[config.mk]
export PLATFORM = sky130hd
export DESIGN_NAME = ramp_gen
export DESIGN_NICKNAME = d
export VERILOG_FILES = /design/src/pkg/ramp_pkg.sv /design/src/pkg/trig_if.sv /design/src/rtl/edge_sync.sv /design/src/rtl/ramp_gen.sv
export SDC_FILE = /design/constraint.sdc
export NUM_CORES = 2
export LEC_CHECK = 0
export BUFFER_PORTS_ARGS = -buffer_cell sky130_fd_sc_hd__buf_2
export CAP_MARGIN = 20
export CORE_MARGIN = 2
export CORE_UTILIZATION = 60
export DETAILED_ROUTE_END_ITERATION = 8
export GPL_ROUTABILITY_DRIVEN = 0
export PLACE_DENSITY_LB_ADDON = 0.05
export SLEW_MARGIN = 20
export SYNTH_ARGS = -nofsm -noshare
export SYNTH_HDL_FRONTEND = slang
export SYNTH_SLANG_ARGS = --single-unit
[constraint.sdc]
create_clock -name clock -period 5.9 [get_ports clock]
set_input_delay 0.885 -clock clock [delete_from_list [all_inputs] [get_ports clock]]
set_output_delay 0.885 -clock clock [all_outputs]
set_load 0.005 [all_outputs]
[src/pkg/ramp_pkg.sv]
// Constants, register map and types for the segmented frequency ramp generator
// Functional notes
// - An active segment adds its increment to the numerator every step.
// - Upper limit is a numerator offset; one integer divider step is 2^24 units.
// - Lower limit is a 33-bit two's-complement numerator offset.
// - Each segment runs its step count; counts reach 65536 and no further.
// - Increment is added to the fractional numerator over a 2^24 denominator.
// - A zero increment holds frequency for the full count, a dwell segment.
// - A finished segment hands over to the index in its successor field.
// - Successor trigger 0 starts the next segment at once.
// - Successor trigger 2 waits for an event on the second trigger channel.
// - Numerator clear bit returns the numerator to zero before segment starts.
// - Source select 1 makes a rising first trigger pin an event.
// - Pin configuration 7 makes the pin an input to the trigger logic.
// - A segment naming itself as successor repeats forever; it is a sawtooth only with its clear bit set.
// - Keying deviation adds to the ramped carrier; both run independently.
// - One enable bit starts ramping; keying waits for its own trigger event, and disabling clears both.
// - Comparator flags rise at thresholds and can route to any of the three pins.
// - Comparator mask has one bit per segment; 3 covers segments zero and one.
// - Slow step bit applies the increment every second clock cycle.
// - Eight segments, each with own increment, count, successor, trigger, clear.
// - Trigger pins can output a flag marking each segment start.
// - Trigger select 1 chooses the first trigger channel.
// - Source select 3 makes a rising keying pin an event.
package ramp_pkg;
	localparam int DENOM_BITS = 24;
	localparam int NUM_W = 33;
	localparam int CNT_W = 16;
	localparam int SRC_W = 3;
	localparam int PINCFG_W = 4;
	localparam int PIN_N = 3;
	localparam int SEG_STRIDE = 4;
	localparam int SYNC_STAGES = 2;
	// Word addresses
	localparam logic [7:0] A_CTRL = 8'h00;
	localparam logic [7:0] A_TRIG = 8'h01;
	localparam logic [7:0] A_PIN = 8'h02;
	localparam logic [7:0] A_MASK = 8'h03;
	localparam logic [7:0] A_HI_LO = 8'h04;
	localparam logic [7:0] A_HI_HI = 8'h05;
	localparam logic [7:0] A_LO_LO = 8'h06;
	localparam logic [7:0] A_LO_HI = 8'h07;
	localparam logic [7:0] A_DEV = 8'h08;
	localparam logic [7:0] A_STATUS = 8'h09;
	localparam logic [7:0] A_NUM_LO = 8'h0A;
	localparam logic [7:0] A_NUM_HI = 8'h0B;
	localparam logic [7:0] A_SEG_BASE = 8'h10;
	localparam logic [1:0] SEG_INCR = 2'h0;
	localparam logic [1:0] SEG_COUNT = 2'h1;
	localparam logic [1:0] SEG_CFG = 2'h2;
	// Field positions
	localparam int CTRL_EN_BIT = 0;
	localparam int TRIG_A_LSB = 0;
	localparam int TRIG_B_LSB = 4;
	localparam int KEY_SEL_LSB = 8;
	localparam int MASK0_LSB = 0;
	localparam int MASK1_LSB = 8;
	localparam int CFG_SUCC_LSB = 0;
	localparam int CFG_TRIG_LSB = 4;
	localparam int CFG_CLEAR_BIT = 8;
	localparam int CFG_SLOW_BIT = 9;
	localparam int ST_SEG_LSB = 0;
	localparam int ST_STATE_LSB = 4;
	localparam int ST_FLAG_HI_BIT = 8;
	localparam int ST_FLAG_LO_BIT = 9;
	localparam int ST_KEY_BIT = 10;
	// Encodings
	localparam logic [1:0] NT_TIMEOUT = 2'h0;
	localparam logic [1:0] NT_A = 2'h1;
	localparam logic [1:0] NT_B = 2'h2;
	localparam logic [2:0] SRC_T1_RISE = 3'h1;
	localparam logic [2:0] SRC_T1_FALL = 3'h2;
	localparam logic [2:0] SRC_KEYPIN_RISE = 3'h3;
	localparam logic [2:0] SRC_KEYPIN_FALL = 3'h4;
	localparam logic [2:0] SRC_T2_RISE = 3'h5;
	localparam logic [2:0] SRC_T2_FALL = 3'h6;
	localparam logic [3:0] PIN_INPUT = 4'h7;
	localparam logic [3:0] PIN_FLAG_HI = 4'h8;
	localparam logic [3:0] PIN_FLAG_LO = 4'h9;
	localparam logic [3:0] PIN_SEG_START = 4'hA;
	// Reset values and the count of a segment's last step
	localparam logic [11:0] RST_PIN_CFG = 12'h777;
	localparam logic [32:0] RST_LIMIT = 33'h0_0000_0000;
	localparam logic [15:0] RST_COUNT = 16'h0000;
	localparam logic [15:0] COUNT_LAST = 16'h0001;
	typedef enum logic [1:0] {ST_IDLE, ST_RUN, ST_WAIT} seq_state_t;

	// Event decode shared by both trigger channels
	function automatic logic src_event(
		input logic [SRC_W-1:0] sel,
		input logic [PIN_N-1:0] rise,
		input logic [PIN_N-1:0] fall
	);
		case (sel)
			SRC_T1_RISE: return rise[0];
			SRC_T1_FALL: return fall[0];
			SRC_KEYPIN_RISE: return rise[2];
			SRC_KEYPIN_FALL: return fall[2];
			SRC_T2_RISE: return rise[1];
			SRC_T2_FALL: return fall[1];
			default: return 1'b0;
		endcase
	endfunction

	// Anything but a flag or start code parks the pin low
	function automatic logic pin_drive(
		input logic [PINCFG_W-1:0] c,
		input logic f_hi,
		input logic f_lo,
		input logic s
	);
		case (c)
			PIN_FLAG_HI: return f_hi;
			PIN_FLAG_LO: return f_lo;
			PIN_SEG_START: return s;
			default: return 1'b0;
		endcase
	endfunction
endpackage

[src/pkg/trig_if.sv]
// Pin levels in, synchronised edges out
interface trig_if #(parameter int N = 3);
	logic [N-1:0] level;
	logic [N-1:0] rise;
	logic [N-1:0] fall;
	modport sync (input level, output rise, output fall);
	modport user (output level, input rise, input fall);
endinterface

[src/rtl/edge_sync.sv]
// Two-flop synchroniser with rise and fall detection per pin
module edge_sync #(
	parameter int N = 3
) (
	input wire logic clock,
	input wire logic nrst,
	trig_if.sync t
);
	typedef struct packed {
		logic [N-1:0] s1;
		logic [N-1:0] s2;
		logic [N-1:0] s3;
		logic [N-1:0] rise;
		logic [N-1:0] fall;
	} sync_t;

	sync_t r, n;

	// First stage feeds only the second
	always_comb
	begin
		n = r;
		n.s1 = t.level;
		n.s2 = r.s1;
		n.s3 = r.s2;
		n.rise = r.s2 & ~r.s3;
		n.fall = ~r.s2 & r.s3;
		if (!nrst)
		begin
			n = '0;
		end
	end

	always_ff @(posedge clock)
	begin
		r <= n;
	end

	assign t.rise = r.rise;
	assign t.fall = r.fall;
endmodule // edge_sync

[src/rtl/ramp_gen.sv]
// Segmented ramp sequencer with limit flags, keying and register port
module ramp_gen #(
	parameter int SEGMENTS = 8,
	parameter int ADDR_W = 8,
	parameter int DATA_W = 32
) (
	input wire logic clock,
	input wire logic nrst,
	input wire logic [ADDR_W-1:0] addr,
	input wire logic [DATA_W-1:0] wdata,
	input wire logic wr,
	input wire logic rd,
	output logic [DATA_W-1:0] rdata,
	input wire logic first_trigger_pin_in,
	output logic first_trigger_pin_out,
	output logic first_trigger_pin_oe,
	input wire logic second_trigger_pin_in,
	output logic second_trigger_pin_out,
	output logic second_trigger_pin_oe,
	input wire logic keying_input_pin_in,
	output logic keying_input_pin_out,
	output logic keying_input_pin_oe,
	output logic first_comparator_flag,
	output logic second_comparator_flag,
	output logic [ramp_pkg::NUM_W-1:0] freq_numerator,
	output logic [$clog2(SEGMENTS)-1:0] segment_index,
	output logic ramp_active
);
	localparam int SIW = $clog2(SEGMENTS);
	localparam int NW = ramp_pkg::NUM_W;
	localparam int PN = ramp_pkg::PIN_N;
	localparam int PW = ramp_pkg::PINCFG_W;
	localparam logic [ADDR_W-1:0] SEG_SPAN = ADDR_W'(ramp_pkg::SEG_STRIDE * SEGMENTS);

	typedef struct packed {
		logic [DATA_W-1:0] rdata;
		logic enable;
		logic [ramp_pkg::SRC_W-1:0] first_trigger_source_select;
		logic [ramp_pkg::SRC_W-1:0] second_trigger_source_select;
		logic [1:0] keying_trigger_select;
		logic [PN*PW-1:0] pin_cfg;
		logic [SEGMENTS-1:0] comparator_segment_mask;
		logic [SEGMENTS-1:0] low_segment_mask;
		logic [NW-1:0] lim_hi;
		logic [NW-1:0] lim_lo;
		logic [31:0] key_dev;
		logic [SEGMENTS-1:0][31:0] segment_step_increment;
		logic [SEGMENTS-1:0][ramp_pkg::CNT_W-1:0] segment_step_count;
		logic [SEGMENTS-1:0][SIW-1:0] segment_successor;
		logic [SEGMENTS-1:0][1:0] segment_successor_trigger;
		logic [SEGMENTS-1:0] segment_numerator_clear;
		logic [SEGMENTS-1:0] segment_slow_step;
		ramp_pkg::seq_state_t st;
		logic [SIW-1:0] seg;
		logic [ramp_pkg::CNT_W-1:0] cnt;
		logic half;
		logic [NW-1:0] acc;
		logic key_on;
		logic [NW-1:0] freq;
		logic flag_hi;
		logic flag_lo;
		logic seg_start;
		logic [PN-1:0] pin_out;
		logic [PN-1:0] pin_oe;
		logic active;
	} state_t;

	state_t r, n;

	logic step;
	logic last;
	logic go;
	logic [SIW-1:0] nxt_seg;
	logic [SIW-1:0] succ_cur;
	logic [1:0] ntrig_cur;
	logic [NW-1:0] inc_ext;
	logic [ramp_pkg::CNT_W-1:0] count_go;
	logic clear_go;
	logic evt_a;
	logic evt_b;
	logic key_evt;
	logic [ADDR_W-1:0] seg_off;
	logic [SIW-1:0] seg_sel;
	logic seg_hit;
	logic [DATA_W-1:0] rword;
	logic [PW-1:0] cfg;

	trig_if #(.N(PN)) tr ();

	edge_sync #(.N(PN)) u_sync (
		.clock(clock),
		.nrst(nrst),
		.t(tr)
	);

	// Only pins configured as inputs feed the trigger logic
	assign tr.level[0] = first_trigger_pin_in & (r.pin_cfg[0 +: PW] == ramp_pkg::PIN_INPUT);
	assign tr.level[1] = second_trigger_pin_in & (r.pin_cfg[PW +: PW] == ramp_pkg::PIN_INPUT);
	assign tr.level[2] = keying_input_pin_in & (r.pin_cfg[2*PW +: PW] == ramp_pkg::PIN_INPUT);

	always_comb
	begin
		n = r;
		step = 1'b0;
		last = 1'b0;
		go = 1'b0;
		nxt_seg = '0;
		rword = '0;
		cfg = '0;
		succ_cur = r.segment_successor[r.seg];
		ntrig_cur = r.segment_successor_trigger[r.seg];
		inc_ext = {r.segment_step_increment[r.seg][31], r.segment_step_increment[r.seg]};
		seg_off = addr - ramp_pkg::A_SEG_BASE;
		seg_sel = seg_off[SIW+1:2];
		seg_hit = seg_off < SEG_SPAN;
		evt_a = ramp_pkg::src_event(r.first_trigger_source_select, tr.rise, tr.fall);
		evt_b = ramp_pkg::src_event(r.second_trigger_source_select, tr.rise, tr.fall);
		case (r.keying_trigger_select)
			ramp_pkg::NT_A: key_evt = evt_a;
			ramp_pkg::NT_B: key_evt = evt_b;
			default: key_evt = 1'b0;
		endcase

		if (wr)
		begin
			case (addr)
				ramp_pkg::A_CTRL: n.enable = wdata[ramp_pkg::CTRL_EN_BIT];
				ramp_pkg::A_TRIG:
				begin
					n.first_trigger_source_select = wdata[ramp_pkg::TRIG_A_LSB +: ramp_pkg::SRC_W];
					n.second_trigger_source_select = wdata[ramp_pkg::TRIG_B_LSB +: ramp_pkg::SRC_W];
					n.keying_trigger_select = wdata[ramp_pkg::KEY_SEL_LSB +: 2];
				end
				ramp_pkg::A_PIN: n.pin_cfg = wdata[PN*PW-1:0];
				ramp_pkg::A_MASK:
				begin
					n.comparator_segment_mask = wdata[ramp_pkg::MASK0_LSB +: SEGMENTS];
					n.low_segment_mask = wdata[ramp_pkg::MASK1_LSB +: SEGMENTS];
				end
				ramp_pkg::A_HI_LO: n.lim_hi[31:0] = wdata[31:0];
				ramp_pkg::A_HI_HI: n.lim_hi[32] = wdata[0];
				ramp_pkg::A_LO_LO: n.lim_lo[31:0] = wdata[31:0];
				ramp_pkg::A_LO_HI: n.lim_lo[32] = wdata[0];
				ramp_pkg::A_DEV: n.key_dev = wdata[31:0];
				default:
				begin
					if (seg_hit)
					begin
						case (seg_off[1:0])
							ramp_pkg::SEG_INCR: n.segment_step_increment[seg_sel] = wdata[31:0];
							ramp_pkg::SEG_COUNT: n.segment_step_count[seg_sel] = wdata[ramp_pkg::CNT_W-1:0];
							ramp_pkg::SEG_CFG:
							begin
								n.segment_successor[seg_sel] = wdata[ramp_pkg::CFG_SUCC_LSB +: SIW];
								n.segment_successor_trigger[seg_sel] = wdata[ramp_pkg::CFG_TRIG_LSB +: 2];
								n.segment_numerator_clear[seg_sel] = wdata[ramp_pkg::CFG_CLEAR_BIT];
								n.segment_slow_step[seg_sel] = wdata[ramp_pkg::CFG_SLOW_BIT];
							end
							default: ;
						endcase
					end
				end
			endcase
		end

		case (addr)
			ramp_pkg::A_CTRL: rword[ramp_pkg::CTRL_EN_BIT] = r.enable;
			ramp_pkg::A_TRIG:
			begin
				rword[ramp_pkg::TRIG_A_LSB +: ramp_pkg::SRC_W] = r.first_trigger_source_select;
				rword[ramp_pkg::TRIG_B_LSB +: ramp_pkg::SRC_W] = r.second_trigger_source_select;
				rword[ramp_pkg::KEY_SEL_LSB +: 2] = r.keying_trigger_select;
			end
			ramp_pkg::A_PIN: rword[PN*PW-1:0] = r.pin_cfg;
			ramp_pkg::A_MASK:
			begin
				rword[ramp_pkg::MASK0_LSB +: SEGMENTS] = r.comparator_segment_mask;
				rword[ramp_pkg::MASK1_LSB +: SEGMENTS] = r.low_segment_mask;
			end
			ramp_pkg::A_HI_LO: rword[31:0] = r.lim_hi[31:0];
			ramp_pkg::A_HI_HI: rword[0] = r.lim_hi[32];
			ramp_pkg::A_LO_LO: rword[31:0] = r.lim_lo[31:0];
			ramp_pkg::A_LO_HI: rword[0] = r.lim_lo[32];
			ramp_pkg::A_DEV: rword[31:0] = r.key_dev;
			ramp_pkg::A_STATUS:
			begin
				rword[ramp_pkg::ST_SEG_LSB +: SIW] = r.seg;
				rword[ramp_pkg::ST_STATE_LSB +: 2] = r.st;
				rword[ramp_pkg::ST_FLAG_HI_BIT] = r.flag_hi;
				rword[ramp_pkg::ST_FLAG_LO_BIT] = r.flag_lo;
				rword[ramp_pkg::ST_KEY_BIT] = r.key_on;
			end
			ramp_pkg::A_NUM_LO: rword[31:0] = r.freq[31:0];
			ramp_pkg::A_NUM_HI: rword[0] = r.freq[32];
			default:
			begin
				if (seg_hit)
				begin
					case (seg_off[1:0])
						ramp_pkg::SEG_INCR: rword[31:0] = r.segment_step_increment[seg_sel];
						ramp_pkg::SEG_COUNT: rword[ramp_pkg::CNT_W-1:0] = r.segment_step_count[seg_sel];
						ramp_pkg::SEG_CFG:
						begin
							rword[ramp_pkg::CFG_SUCC_LSB +: SIW] = r.segment_successor[seg_sel];
							rword[ramp_pkg::CFG_TRIG_LSB +: 2] = r.segment_successor_trigger[seg_sel];
							rword[ramp_pkg::CFG_CLEAR_BIT] = r.segment_numerator_clear[seg_sel];
							rword[ramp_pkg::CFG_SLOW_BIT] = r.segment_slow_step[seg_sel];
						end
						default: ;
					endcase
				end
			end
		endcase
		// Read data exists only in the cycle after the strobe
		n.rdata = rd ? rword : '0;

		case (r.st)
			ramp_pkg::ST_IDLE:
			begin
				go = r.enable;
				nxt_seg = '0;
			end
			ramp_pkg::ST_RUN:
			begin
				step = !r.segment_slow_step[r.seg] || r.half;
				n.half = r.segment_slow_step[r.seg] & ~r.half;
				if (step)
				begin
					n.acc = r.acc + inc_ext;
					n.cnt = r.cnt - ramp_pkg::COUNT_LAST;
					last = (r.cnt == ramp_pkg::COUNT_LAST);
				end
				if (last)
				begin
					nxt_seg = succ_cur;
					if (ntrig_cur == ramp_pkg::NT_TIMEOUT)
						go = 1'b1;
					else
						n.st = ramp_pkg::ST_WAIT;
				end
			end
			ramp_pkg::ST_WAIT:
			begin
				nxt_seg = succ_cur;
				case (ntrig_cur)
					ramp_pkg::NT_A: go = evt_a;
					ramp_pkg::NT_B: go = evt_b;
					default: go = evt_a | evt_b;
				endcase
			end
			default: n.st = ramp_pkg::ST_IDLE;
		endcase

		count_go = r.segment_step_count[nxt_seg];
		clear_go = r.segment_numerator_clear[nxt_seg];
		n.seg_start = go;
		if (go)
		begin
			n.st = ramp_pkg::ST_RUN;
			n.seg = nxt_seg;
			n.cnt = count_go;
			n.half = 1'b0;
			if (clear_go)
			begin
				n.acc = '0;
			end
		end

		// Keying rides on top of the ramp, toggled by its own trigger
		if (key_evt)
		begin
			n.key_on = ~r.key_on;
		end
		n.freq = r.acc + (r.key_on ? {r.key_dev[31], r.key_dev} : '0);
		n.flag_hi = (r.st != ramp_pkg::ST_IDLE) && r.comparator_segment_mask[r.seg]
			&& ($signed(r.acc) >= $signed(r.lim_hi));
		n.flag_lo = (r.st != ramp_pkg::ST_IDLE) && r.low_segment_mask[r.seg]
			&& ($signed(r.acc) <= $signed(r.lim_lo));
		for (int i = 0; i < PN; i++)
		begin
			cfg = r.pin_cfg[i*PW +: PW];
			n.pin_oe[i] = (cfg != ramp_pkg::PIN_INPUT);
			n.pin_out[i] = ramp_pkg::pin_drive(cfg, r.flag_hi, r.flag_lo, r.seg_start);
		end

		// Disabled generator parks at the unmodulated carrier
		if (!r.enable)
		begin
			n.st = ramp_pkg::ST_IDLE;
			n.acc = '0;
			n.key_on = 1'b0;
			n.seg_start = 1'b0;
		end
		n.active = (n.st == ramp_pkg::ST_RUN);

		if (!nrst)
		begin
			n = '0;
			n.pin_cfg = ramp_pkg::RST_PIN_CFG;
			n.lim_hi = ramp_pkg::RST_LIMIT;
			n.lim_lo = ramp_pkg::RST_LIMIT;
			n.st = ramp_pkg::ST_IDLE;
		end
	end

	always_ff @(posedge clock)
	begin
		r <= n;
	end

	assign rdata = r.rdata;
	assign first_trigger_pin_out = r.pin_out[0];
	assign first_trigger_pin_oe = r.pin_oe[0];
	assign second_trigger_pin_out = r.pin_out[1];
	assign second_trigger_pin_oe = r.pin_oe[1];
	assign keying_input_pin_out = r.pin_out[2];
	assign keying_input_pin_oe = r.pin_oe[2];
	assign first_comparator_flag = r.flag_hi;
	assign second_comparator_flag = r.flag_lo;
	assign freq_numerator = r.freq;
	assign segment_index = r.seg;
	assign ramp_active = r.active;
endmodule // ramp_gen

==> results.tsv <==
stage	metric	value	unit
floorplanning	dieHeight	259.0	microns
drt	wl_per_cell	24.00	microns
worst_hold_path	hold_path_class	reg2reg	
logic_synthesis	synthArstFlopShare	0	%
clock_network	tritoncts	built	
clock_network	clkSinkCount	721	
power	sw_frac_of_total	23.17	%
placed_design	dp_cells	5053	
timing	slew_violations	0	
logic_synthesis	synth_flop_cell	dfxtp_1	
power	max-vdd-ir-drop	0.2525	mV
timing	relSlewSlack	17.78	%
power	leakage	15.14	nW
setup_path	worstPathRequired	6410	ps
placed_design	placed_area	39520	sq um
setup_path	start_kind	register	
placed_design	pre_cts_slack	1376	ps
logic_synthesis	synth_cell_type_count	76	
setup_path	path_class	reg2reg	
global_route	grt_pass1_vias	30870	
placed_design	portBuffers	123	
drt	antenna_left	0	
clock_network	path_clk_slew	60	ps
power	p_total	10.36	mW
floorplanning	start_util	60.62	%
timing	fmax	217.8	MHz
setup_path	endpoint_kind	register	
drt	drc	0	
timing	hold_viol	0	
clock_network	postCtsSetupRepairBufs	0	
drt	avgViaCountPerCell	6.453	
timing	period_needed	4592	ps
logic_synthesis	yosysWarnings	0	
setup_path	worst_ep_arrival_time	5100	ps
logic_synthesis	syn_nets	4612	
cells_and_area	synthToLayoutAreaGrowth	8.064	%
drt	wl	124700	microns
clock_network	cts_htree_levels	3	
timing	rsz0062_at_grt	false	
clock_network	cts_max_path_buffers	3	
cells_and_area	drive_above_1_share	13.71	%
power	pwr-share-comb	3.9	%
drt	drtPass1Iterations	6	
power	intPower	7.956	mW
logic_synthesis	synth_cells	4420	
logic_synthesis	ys_seq_elements	721	
global_route	overflow	0	
timing	finalCritPeriodShare	77.84	%
logic_synthesis	synth_edf_count	0	
power	clkPwrFrac	49.0	%
floorplanning	die-width	259.0	microns
clock_network	cts_resized	0	
setup_path	worstPathMaxFanout	27	
cells_and_area	multiInputGateArea	22350	sq um
clock_network	cts_inserted_buffers	80	
placed_design	detailed_place_hpwl	82520	microns
logic_synthesis	syn_area_per_cell	8.825	sq um
timing	setup_viol	0	
logic_synthesis	ys_seq_area_share	37.00	%
floorplanning	top_level_ports	124	
clock_network	cts_hold_buf	0	
logic_synthesis	syn-cell-area	39010	sq um
cells_and_area	nFillCells	5360	
timing	worstMarginPinSlew	1233	ps
cells_and_area	final_area	42150	sq um
cells_and_area	stdcell_count	5197	
drt	num_vias	33540	
power	pwr_density_cell	245.7	nW/um^2
global_route	grt_pass1_wl	189500	microns
cells_and_area	final_net_count	4472	
global_route	grt_max_degree	171	
timing	worst_slack	1308	ps
floorplanning	die-area	67070	sq um
power	switchingPower	2.399	mW
floorplanning	rows	93	
cells_and_area	fin_util	65.51	%
outcome	outcome	completed	
global_route	grtUsageTotal	36.61	%
run	cap_violations	0	
clock_network	cts_root_buf	clkbuf_16	
drt	drtIter0Drc	4287	
power	power_frac_seq	47.2	%
floorplanning	core	64350	sq um
timing	fin_hold_ws	404.7	ps
timing	skew	18.61	ps
clock_network	clk_latency	630	ps
global_route	antenna_found_initial	2	
timing	setup_tns	0	ps
cells_and_area	regArea	14440	sq um
cell type report:
cell class | instances | area share [%]
inverter | 108 | 0.9795
clock inverter | 24 | 0.6233
clock buffer | 119 | 5.622
antenna | 1 | 0.005936
tap | 855 | 2.538
sequential | 721 | 34.26
multi-input combinational | 3173 | 53.03
timing repair buffer | 196 | 2.939
worst max-delay path: stages, from the launching register on:
cell and delay [ps]:
dfxtp_4 730, buf_4 360, mux4_2 550, mux2_4 320, a211o_1 350, a21oi_4 660, a22oi_1 170, mux2i_1 210
a221o_1 660, buf_4 350, nor2b_1 70
layout by cell type (no fill, tap or decap), drive strengths merged, types with 50 or more instances in the layout:
| cell type | n |
|---|---|
| buf | 196 |
| a22oi | 51 |
| clkbuf | 119 |
| nand2 | 817 |
| inv | 112 |
| o21ai | 116 |
| a21o | 56 |
| dfxtp | 721 |
| nor2 | 342 |
| and2 | 50 |
| mux4 | 199 |
| nand3 | 119 |
| ha | 143 |
| a21oi | 451 |
| mux2i | 313 |
worst paths after layout:
kind / from / end / slack [ps] / cells after the start
worst min register to register: u_sync.r[9]$_SDFF_PN0_ / u_sync.t.fall[0]$_SDFF_PN0_ / 400 / 1
worst max-delay path: segment_index[0]$_SDFFE_PN0N_ / r[58]$_SDFF_PN0_ / 1310 / 10
worst min-delay path: u_sync.r[9]$_SDFF_PN0_ / u_sync.t.fall[0]$_SDFF_PN0_ / 400 / 1
worst max register to register: segment_index[0]$_SDFFE_PN0N_ / r[58]$_SDFF_PN0_ / 1310 / 10
routing by layer:
metal	GRT usage (%)	vias up	routed length, microns
met5	0	-	11
met4	12.12	2	4287
met3	6.883	266	12910
met2	54.84	1692	54380
met1	53.29	16250	53160
li1	-	15330	-
Yosys cell counts, drive strengths merged, types with 6 or more instances:
cell type | number | area [sq um]
a211oi | 19 | 157.7
a21o | 56 | 420.4
a21oi | 451 | 2272
a221oi | 18 | 157.7
a222oi | 6 | 60.06
a22o | 13 | 113.9
a22oi | 51 | 382.9
a31oi | 48 | 300.3
and2 | 50 | 312.8
and3 | 13 | 81.33
buf | 134 | 844.6
clkbuf | 284 | 1066
dfxtp | 721 | 14430
ha | 143 | 1789
inv | 107 | 401.6
mux2 | 37 | 420.4
mux2i | 313 | 3133
mux4 | 199 | 4482
nand2 | 817 | 3067
nand2b | 21 | 131.4
nand3 | 119 | 595.6
nand3b | 6 | 45.04
nand4 | 20 | 125.1
nor2 | 342 | 1284
nor2b | 31 | 193.9
nor3 | 47 | 245.2
nor3b | 8 | 60.06
nor4 | 7 | 43.79
o211ai | 20 | 150.1
o21a | 32 | 240.2
o21ai | 116 | 580.6
o21bai | 9 | 67.56
o221ai | 33 | 289.0
o22ai | 19 | 118.9
o31ai | 11 | 82.58
or3 | 9 | 56.30
xnor2 | 22 | 192.7
xor2 | 16 | 140.1
kinds of logic (layout without fill, tap and decap cells):
kind of cell / after synthesis / after routing / synth area share (%)
and+or+nand+nor: 1507 / 1507 / 16.35
AOI/OAI and AO/OA: 934 / 934 / 14.57
DFF: 721 / 721 / 37.00
muxes: 549 / 549 / 20.60
buffers and inverters: 526 / 447 / 5.937
adders and majority gates: 145 / 145 / 4.690
xor gates and xnor gates: 38 / 38 / 0.8532
other: 0 / 1 / 0
power groups by stage:
stage               Sequential, mW  Combinational (mW)  Clock [mW]
floorplan                     4.99               0.250           0
global placement              4.99               0.391           0
detailed placement            4.99               0.392           0
CTS                           4.88               0.392        5.09
global route                  4.88               0.418        5.29
finish                        4.88               0.403        5.07
state kept, by name, summed over array words and instances, names as in the netlist, 3 cells and up:
signal and count:
segment_index 3, cfg 4, rdata 32, u_sync.r 9, u_sync.t.fall 3, r 625
u_sync.t.rise 3, freq_numerator 33
No activity file was read; power rests on OpenSTA's default activity.
